[src/rtl/ulim_pkg.sv]
// constants for the usb port current limit supervisor
package ulim_pkg;
    localparam int unsigned CLK_MHZ = 200;
    localparam int unsigned BOOST_WINDOW_US = 2000;
    localparam int unsigned BOOST_REARM_US = 16000;
    localparam int unsigned LIMIT_TIMEOUT_NS = 4100000;
    localparam int unsigned HICCUP_OFF_US = 524000;
    localparam int unsigned SOFT_START_NS = 1000;
    localparam int unsigned DEAD_TIME_NS = 20;
    localparam int unsigned BOOST_WINDOW_CYC = BOOST_WINDOW_US * CLK_MHZ;
    localparam int unsigned BOOST_REARM_CYC = BOOST_REARM_US * CLK_MHZ;
    localparam int unsigned LIMIT_TIMEOUT_CYC =
        LIMIT_TIMEOUT_NS / 1000 * CLK_MHZ + LIMIT_TIMEOUT_NS % 1000 / 5;
    localparam int unsigned HICCUP_OFF_CYC = HICCUP_OFF_US * CLK_MHZ;
    localparam int unsigned SOFT_START_CYC = SOFT_START_NS * CLK_MHZ / 1000;
    localparam int unsigned DEAD_TIME_CYC = DEAD_TIME_NS * CLK_MHZ / 1000;
    localparam int unsigned CNT_W = 27;
    // secondary is 16/10 of primary
    localparam int unsigned SEC_NUM = 16;
    localparam int unsigned SEC_DEN = 10;
    // primary limit in ma when limit pin grounded
    localparam logic [11:0] DEFAULT_PRIMARY_MA = 12'hdde;
    typedef enum logic [1:0] {
        ULIM_NORMAL = 2'b00,
        ULIM_LIMIT = 2'b01,
        ULIM_OFF = 2'b11,
        ULIM_RETRY = 2'b10
    } ulim_prot_t;
endpackage

[src/rtl/ulim_top.sv]
// two usb port limit supervisors, auxiliary output and valley limit
`timescale 1ns/1ps
module ulim_top
    import ulim_pkg::*;
#(
    // timer counts, nominal durations by default
    parameter int unsigned WINDOW_CYC = BOOST_WINDOW_CYC,
    parameter int unsigned REARM_CYC = BOOST_REARM_CYC,
    parameter int unsigned TIMEOUT_CYC = LIMIT_TIMEOUT_CYC,
    parameter int unsigned OFF_CYC = HICCUP_OFF_CYC
) (
    // clock and reset
    input wire logic clk_sys,
    input wire logic rst_n,
    // port status, asynchronous comparator levels
    input wire logic [1:0] port_uvlo_ok,
    input wire logic [1:0] over_primary,
    input wire logic [1:0] over_secondary,
    input wire logic [1:0] over_fast,
    input wire logic [1:0] switch_hot,
    input wire logic [1:0] switch_cooled,
    input wire logic [1:0] sink_rd_seen,
    // auxiliary output comparators
    input wire logic aux_limiting,
    input wire logic aux_hot,
    input wire logic aux_cooled,
    // limit pin strap and programmed primary in ma
    input wire logic limit_set_pin_gnd,
    input wire logic [11:0] resistor_primary_ma,
    // buck low side
    input wire logic cycle_end,
    input wire logic over_valley,
    // port results
    output logic [1:0] port_switch_on,
    output logic [1:0] port_soft_start,
    output logic [1:0] port_hiccup,
    output logic [1:0] secondary_sel,
    output logic [11:0] primary_current_limit,
    output logic [12:0] secondary_current_limit,
    // auxiliary and buck results
    output logic aux_switch_on,
    output logic aux_hiccup,
    output logic buck_enable,
    output logic low_side_on,
    output logic high_side_on
);
    localparam int NIN = 20;
    logic [NIN-1:0] s1_q, s2_q;
    wire [NIN-1:0] raw = {port_uvlo_ok, over_primary, over_secondary,
        over_fast, switch_hot, switch_cooled, sink_rd_seen, aux_limiting,
        aux_hot, aux_cooled, cycle_end, over_valley, limit_set_pin_gnd};
    // two flops against metastability; s1 feeds only s2
    always_ff @(posedge clk_sys or negedge rst_n) begin
        if (!rst_n) begin
            s1_q <= '0;
            s2_q <= '0;
        end else begin
            s1_q <= raw;
            s2_q <= s1_q;
        end
    end
    wire [1:0] uv_ok = s2_q[19:18];
    wire [1:0] ovp = s2_q[17:16];
    wire [1:0] ovs = s2_q[15:14];
    wire [1:0] ovf = s2_q[13:12];
    wire [1:0] hot = s2_q[11:10];
    wire [1:0] cool = s2_q[9:8];
    wire [1:0] rd = s2_q[7:6];
    wire aux_lim = s2_q[5];
    wire aux_h = s2_q[4];
    wire aux_c = s2_q[3];
    wire cyc_end = s2_q[2];
    wire ovv = s2_q[1];
    wire lim_gnd = s2_q[0];

    wire [11:0] prim = lim_gnd ? DEFAULT_PRIMARY_MA : resistor_primary_ma;
    wire [15:0] sec_full = 16'((prim * SEC_NUM) / SEC_DEN);
    always_ff @(posedge clk_sys or negedge rst_n) begin
        if (!rst_n) begin
            primary_current_limit <= 12'h000;
            secondary_current_limit <= 13'h0000;
        end else begin
            primary_current_limit <= prim;
            // 1.6x of a 12 bit primary needs 13 bits
            secondary_current_limit <= sec_full[12:0];
        end
    end

    // boost window per port
    logic [1:0] boost_q, rearm_q, armed_q;
    logic [CNT_W-1:0] bcnt_q [2];
    logic [1:0] prot_on;
    for (genvar p = 0; p < 2; p++) begin : g_port
        // other port over primary forces this one primary
        wire force_prim = ovp[1-p];
        wire abort = boost_q[p] && (ovs[p] || force_prim);
        wire win_end = bcnt_q[p] >= CNT_W'(WINDOW_CYC - 1);
        wire rearm_end = bcnt_q[p] >= CNT_W'(REARM_CYC - 1);
        always_ff @(posedge clk_sys or negedge rst_n) begin
            if (!rst_n) begin
                boost_q[p] <= 1'b0;
                rearm_q[p] <= 1'b0;
                armed_q[p] <= 1'b0;
                bcnt_q[p] <= '0;
            end else if (!uv_ok[p]) begin
                boost_q[p] <= 1'b0;
                rearm_q[p] <= 1'b0;
                armed_q[p] <= 1'b0;
                bcnt_q[p] <= '0;
            end else if (!armed_q[p] && !force_prim) begin
                armed_q[p] <= 1'b1;
                boost_q[p] <= 1'b1;
                bcnt_q[p] <= '0;
            end else if (boost_q[p] && (win_end || abort)) begin
                boost_q[p] <= 1'b0;
                rearm_q[p] <= 1'b1;
                bcnt_q[p] <= '0;
            end else if (rearm_q[p] && rearm_end) begin
                rearm_q[p] <= 1'b0;
                armed_q[p] <= 1'b0;
                bcnt_q[p] <= '0;
            end else begin
                bcnt_q[p] <= bcnt_q[p] + 1'b1;
            end
        end
        // primary limiting only counts once window is closed
        wire limiting = ovp[p] && !boost_q[p];
        // each port owns its own instance
        ulim_prot #(.TIMEOUT_CYC(TIMEOUT_CYC),
            .OFF_CYC(OFF_CYC)) u_prot (
            .clk_sys(clk_sys),
            .rst_n(rst_n),
            .enable(uv_ok[p]),
            .limiting(limiting),
            .fast_trip(ovf[p]),
            .hot(hot[p]),
            .cooled(cool[p]),
            .switch_on(prot_on[p]),
            .soft_start(port_soft_start[p]),
            .hiccup(port_hiccup[p])
        );
    end
    assign secondary_sel = boost_q;
    assign port_switch_on = prot_on;

    logic buck_q;
    always_ff @(posedge clk_sys or negedge rst_n) begin
        if (!rst_n) begin
            buck_q <= 1'b0;
        end else begin
            buck_q <= |rd;
        end
    end
    assign buck_enable = buck_q;

    // auxiliary output uses same hiccup timing
    ulim_prot #(.TIMEOUT_CYC(TIMEOUT_CYC),
        .OFF_CYC(OFF_CYC)) u_aux (
        .clk_sys(clk_sys),
        .rst_n(rst_n),
        .enable(buck_q),
        .limiting(aux_lim),
        .fast_trip(1'b0),
        .hot(aux_h),
        .cooled(aux_c),
        .switch_on(aux_switch_on),
        .soft_start(),
        .hiccup(aux_hiccup)
    );

    // low side held past cycle end while over valley
    logic ls_q, hold_q;
    logic [7:0] dt_q;
    always_ff @(posedge clk_sys or negedge rst_n) begin
        if (!rst_n) begin
            ls_q <= 1'b0;
            hold_q <= 1'b0;
            dt_q <= 8'h00;
        end else if (!buck_q) begin
            ls_q <= 1'b0;
            hold_q <= 1'b0;
            dt_q <= 8'h00;
        end else if (hold_q || (cyc_end && ovv)) begin
            ls_q <= ovv;
            hold_q <= ovv;
            dt_q <= ovv ? 8'h00 : 8'(DEAD_TIME_CYC);
        end else if (dt_q != 8'h00) begin
            dt_q <= dt_q - 8'h01;
        end else begin
            ls_q <= 1'b0;
        end
    end
    assign low_side_on = ls_q;
    assign high_side_on = buck_q && !ls_q && dt_q == 8'h00 && !hold_q;

    window_close_a: assert property (@(posedge clk_sys) disable iff (!rst_n)
        boost_q[1] && ovs[1] && uv_ok[1] |=> !boost_q[1])
        else $error("secondary kept after over secondary");
    interlock_a: assert property (@(posedge clk_sys) disable iff (!rst_n)
        boost_q[0] && ovp[1] && uv_ok[0] |=> !boost_q[0])
        else $error("interlock did not force primary");
    one_boost_a: assert property (@(posedge clk_sys) disable iff (!rst_n)
        ovp[0] && ovp[1] |=> ##1 !(boost_q[0] && boost_q[1]))
        else $error("both ports on secondary");
    buck_gate_a: assert property (@(posedge clk_sys) disable iff (!rst_n)
        rd == 2'b00 |=> !buck_enable && !aux_switch_on)
        else $error("buck active without sink");
    fast_off_a: assert property (@(posedge clk_sys) disable iff (!rst_n)
        ovf[1] |-> !port_switch_on[1])
        else $error("switch on during fast trip");
    default_lim_a: assert property (@(posedge clk_sys) disable iff (!rst_n)
        lim_gnd |=> primary_current_limit == DEFAULT_PRIMARY_MA)
        else $error("default primary wrong");
    valley_hold_a: assert property (@(posedge clk_sys) disable iff (!rst_n)
        buck_q && hold_q && ovv |=> low_side_on && !high_side_on)
        else $error("low side released above valley");
    boost_c: cover property (@(posedge clk_sys) boost_q[0] ##1 !boost_q[0]);
    hiccup_c: cover property (@(posedge clk_sys) port_hiccup[0]);
    valley_c: cover property (@(posedge clk_sys) hold_q ##1 !hold_q);
endmodule

[src/rtl/ulim_prot.sv]
// one protected output: limit timeout, hiccup, fast and thermal off
`timescale 1ns/1ps
module ulim_prot
    import ulim_pkg::*;
#(
    parameter int unsigned TIMEOUT_CYC = 820000,
    parameter int unsigned OFF_CYC = 104800000
) (
    // clock and reset
    input wire logic clk_sys,
    input wire logic rst_n,
    // conditions, already synchronised
    input wire logic enable,
    input wire logic limiting,
    input wire logic fast_trip,
    input wire logic hot,
    input wire logic cooled,
    // results
    output logic switch_on,
    output logic soft_start,
    output logic hiccup
);
    ulim_prot_t st_q, st_d;
    logic [CNT_W-1:0] cnt_q, cnt_d;
    logic therm_q, therm_d;
    logic [7:0] ss_q, ss_d;
    wire timeout = cnt_q >= CNT_W'(TIMEOUT_CYC);
    wire off_done = cnt_q >= CNT_W'(OFF_CYC);

    always_comb begin
        st_d = st_q;
        cnt_d = cnt_q + 1'b1;
        therm_d = therm_q ? !cooled : (hot && limiting);
        ss_d = (ss_q != 8'h00) ? ss_q - 8'h01 : 8'h00;
        if (fast_trip) begin
            ss_d = 8'(SOFT_START_CYC);
        end
        unique case (st_q)
            ULIM_NORMAL: begin
                cnt_d = '0;
                if (limiting) begin
                    st_d = ULIM_LIMIT;
                end
            end
            ULIM_LIMIT: begin
                if (!limiting) begin
                    st_d = ULIM_NORMAL;
                end else if (timeout) begin
                    st_d = ULIM_OFF;
                    cnt_d = '0;
                end
            end
            ULIM_OFF: begin
                if (off_done) begin
                    st_d = ULIM_RETRY;
                    cnt_d = '0;
                end
            end
            ULIM_RETRY: begin
                if (!limiting && timeout) begin
                    st_d = ULIM_NORMAL;
                end else if (timeout) begin
                    st_d = ULIM_OFF;
                    cnt_d = '0;
                end
            end
        endcase
        if (!enable) begin
            st_d = ULIM_NORMAL;
            cnt_d = '0;
        end
    end

    always_ff @(posedge clk_sys or negedge rst_n) begin
        if (!rst_n) begin
            st_q <= ULIM_NORMAL;
            cnt_q <= '0;
            therm_q <= 1'b0;
            ss_q <= 8'h00;
        end else begin
            st_q <= st_d;
            cnt_q <= cnt_d;
            therm_q <= therm_d;
            ss_q <= ss_d;
        end
    end

    // fast trip gates switch combinationally, ahead of the loop
    assign switch_on = enable && !fast_trip && !therm_q && st_q != ULIM_OFF;
    assign soft_start = ss_q != 8'h00;
    assign hiccup = st_q == ULIM_OFF || st_q == ULIM_RETRY;

    hiccup_off_a: assert property (@(posedge clk_sys) disable iff (!rst_n)
        st_q == ULIM_OFF |-> !switch_on)
        else $error("switch on during hiccup off");
endmodule

[config.mk]
export PLATFORM = sky130hd
export DESIGN_NAME = ulim_top
export DESIGN_NICKNAME = d
export VERILOG_FILES = /design/src/rtl/ulim_pkg.sv /design/src/rtl/ulim_top.sv /design/src/rtl/ulim_prot.sv
export SDC_FILE = /design/constraint.sdc
export NUM_CORES = 1
export LEC_CHECK = 0
export ABC_AREA = 1
export BUFFER_PORTS_ARGS = -buffer_cell sky130_fd_sc_hd__buf_2
export CELL_PAD_IN_SITES_DETAIL_PLACEMENT = 1
export CELL_PAD_IN_SITES_GLOBAL_PLACEMENT = 1
export CORE_ASPECT_RATIO = 1.75
export CORE_MARGIN = 3
export CORE_UTILIZATION = 45
export DETAILED_ROUTE_END_ITERATION = 7
export PLACE_DENSITY_LB_ADDON = 0.1
export SYNTH_ARGS = -nofsm -noshare
export SYNTH_HDL_FRONTEND = slang
export SYNTH_SLANG_ARGS = --single-unit
[constraint.sdc]
create_clock -name clk_sys -period 25.1 [get_ports clk_sys]
set_clock_uncertainty 0.05 [all_clocks]
set_input_delay 3.765 -clock clk_sys [delete_from_list [all_inputs] [get_ports clk_sys]]
set_output_delay 3.765 -clock clk_sys [all_outputs]
set_load 0.05 [all_outputs]
==> out/results.txt <==
Arrival @ worst endpoint = 14190 ps
Max_cap viols = 0
Synth unique cells = 62
Final Cycle Share = 55.0%
Most Frequent Cell on Critical Path = nand2_1
Slew HR = 32.2%
Sequential area share after synthesis = 39.8%
GRT Util Overall = 23.1%
Min-Delay Path Depth = 0
Finished Core Util = 50.4%
Status = complete, no violations
Async SR Flop Fraction = 100%
CP max stage cell = nand4_1
Hold Buf Count CTS = 0
Port Buffer Count = 71
Setup Fix Bufs, Post-CTS = 0
R2r worst-path depth = 61
Fmax = 72.4 MHz
Grt total ovfl = 0
Antenna violations before repair = 0
Root Buffer = clkbuf_16
Gpl congestion = 0.863
Grt peak-use layer = met2
Worst hold-check path type = flip-flop to flip-flop
Clk slew on worst S/H paths = 60 ps
CTS resizes = 0
Final number of max-transition violations = 0
DR iter-0 viols = 335
Main synth FF type = dfrtp_1
Post-synth EDFFs = 0
Final hold vios = 0
Post-Syn Area = 15200 um2
Total CTS buffers = 26
Initial core utilization = 45.9%
Core ar. = 33100 um2
Final Cell Area = 16700 um2
Hold_sp = s1_q[16]
Peak VDD IR = 0.0616 mV
First-pass GRT wire length = 71200 um
# H-tree levels = 1
Vias = 13800
Fin crit period = 13810 ps
Post-synthesis register bit count = 242
Worst setup SP type = primary input
YS warnings = 0
Syn Inst Count = 2055
DPL Wire Length = 32700 um
Cell area power density = 87.6 nW/um2
Clk buf depth = 3
Synthesized Nets = 2104
Rows = 88
Die width = 145 um
Largest net degree at the start of global routing = 113
Full die area = 36100 um2
IO Pins = 72
Reg2reg end = secondary_current_limit[0]
Met2 global-route usage = 47.8%
Layout cell share with drive strength beyond 1 = 12.9%
Nets = 2167
Routed len/inst = 16.2 um
Mapped Avg Cell Area = 7.40 um2
ANT nets after route = 0
Worst R2R Start = s2_q[0]
WP data required = 25480 ps
Syn-to-layout area delta = 9.80%
Vias per cell = 5.32
Total Wirelength = 41800 um
Worst-Margin Slew = 1020 ps
Final setup violation count = 0
DRT Pass-1 Iters = 4
# DRC = 0
N_diodes = 0
Clock sink count = 242
Vias in the first global route = 15100
CP Capture Type = flip-flop
Leakage power = 7.71 nW
Setup TNS = 0 ps
Die H = 249 um
Post-DP Area = 15900 um2
CP max FO = 31
Total power draw = 1.46 mW
GR Util met1 = 23.1%
R2R setup slack = 13920 ps
Hold EP = s2_q[16]
# fillers = 4199
Clk_lat worst skew = 560 ps
CP max stage delay = 510 ps
Worst setup path category = primary input to flip-flop
RSZ-0062 raised after global routing = false
TritonCTS clock tree = built
GRT met3 Usage = 2.22%
metrics by stage:
step / worst slack (ps) / std cells / hold WS [ps]
3_3_place_gp: 11150 / 2540 / 282
2_1_floorplan: 13650 / 2055 / 281
3_5_place_dp: 10690 / 2540 / 286
5_1_grt: 9850 / 2586 / 311
4_1_cts: 11250 / 2586 / 294
6_report: 11290 / 2586 / 291
sequential cells by signal (all words and copies together), names as in the netlist, 4 cells and up:
register and count:
u_aux.cnt_q 27, g_port.u_prot.st_q 4, secondary_current_limit 13, dt_q 8
bcnt_q 54, s1_q 20, g_port.u_prot.cnt_q 54, primary_current_limit 12
s2_q 20, g_port.u_prot.ss_q 16
layout by cell type (no fill, tap or decap), types with 4 or more instances in the layout:
cell	Yosys	routed
a21oi_1	52	52
ha_1	15	15
inv_1	244	244
a31oi_1	13	13
clkinv_1	7	7
nand3_1	141	141
nor4_1	29	29
o31ai_1	6	6
o21ai_0	44	44
clkinv_2	1	9
nand3_4	5	5
nand2_4	8	8
clkbuf_16	0	26
a2111oi_0	4	4
nand2_1	441	441
nand3b_1	12	12
xnor2_1	31	31
buf_2	2	70
nor3b_1	8	8
nor3_1	70	70
o21ai_1	9	9
nand2_2	46	46
nand3_2	20	20
o211ai_1	11	11
nor2_1	312	312
xor2_1	54	54
nor2_2	12	12
and3_1	5	5
clkbuf_1	13	4
nor2_4	11	11
dfrtp_1	242	242
nand4_1	74	74
inv_2	34	34
clkbuf_8	0	4
or2_2	11	11
synthesized netlist by cell type (all sizes together) (14+ instances only):
master	instances	share of area [%]
a21oi	54	1.9
nor3	72	2.5
xnor2	31	1.8
xor2	54	3.1
clkbuf	14	0.37
ha	15	1.2
inv	280	6.9
o21ai	53	1.7
dfrtp	242	40
nor4	29	1.2
nor2	338	9.4
nand3	166	6.5
nand4	77	3.4
buf	24	1.4
nand2	495	13
worst max-delay path by stage:
stage | slack, ps | to | cells after the start | from
3_3_place_gp | 11150 | secondary_current_limit[0] | 62 | resistor_primary_ma[10]
4_1_cts | 11250 | secondary_current_limit[0] | 62 | resistor_primary_ma[10]
2_1_floorplan | 13650 | secondary_current_limit[0] | 70 | resistor_primary_ma[10]
3_5_place_dp | 10690 | secondary_current_limit[0] | 64 | resistor_primary_ma[10]
5_1_grt | 9850 | secondary_current_limit[0] | 64 | resistor_primary_ma[10]
6_report | 11290 | secondary_current_limit[0] | 62 | resistor_primary_ma[10]
report_power, final:
| group | internal, mW | switching (mW) | total, mW |
|---|---|---|---|
| Combinational | 0.194 | 0.479 | 0.673 |
| Sequential | 0.408 | 0.0119 | 0.420 |
| Clock | 0.204 | 0.165 | 0.370 |
| Total | 0.806 | 0.656 | 1.46 |
cell families (layout without fill, tap and decap cells):
logic type | after synthesis | count (layout) | synth area share, %
AOI/OAI and AO/OA | 166 | 166 | 6.63
buffers and inverters | 326 | 407 | 8.95
DFF | 242 | 242 | 39.8
and+or+nand+nor | 1221 | 1221 | 38.4
adders and majority gates | 15 | 15 | 1.23
xor gates and xnor gates | 85 | 85 | 4.90
worst max-delay path, delay by kind of cell:
kind	cells	cell delay, ps
AND/OR/NAND/NOR	49	8330
AO/OA/AOI/OAI	1	280
buffers and inverters	9	1000
adder cells (fa/ha/maj)	3	710
layer usage:
metal | vias to the layer above | routed length, um
met2 | 186 | 23800
met1 | 6702 | 15400
met3 | 97 | 929
met5 | - | 0
li1 | 6773 | -
met4 | 0 | 1670
cell type report:
| cell class | count | area, um2 | share of cell area (%) |
|---|---|---|---|
| clock inverters | 12 | 97.6 | 0.585 |
| repair buffers | 73 | 380 | 2.28 |
| multi-input cells | 1487 | 7780 | 46.6 |
| flip-flops and latches | 242 | 6060 | 36.3 |
| inverters | 288 | 1090 | 6.52 |
| clock buffers | 34 | 721 | 4.32 |
| well taps | 450 | 563 | 3.37 |
Power figures use the tool's default switching activity.
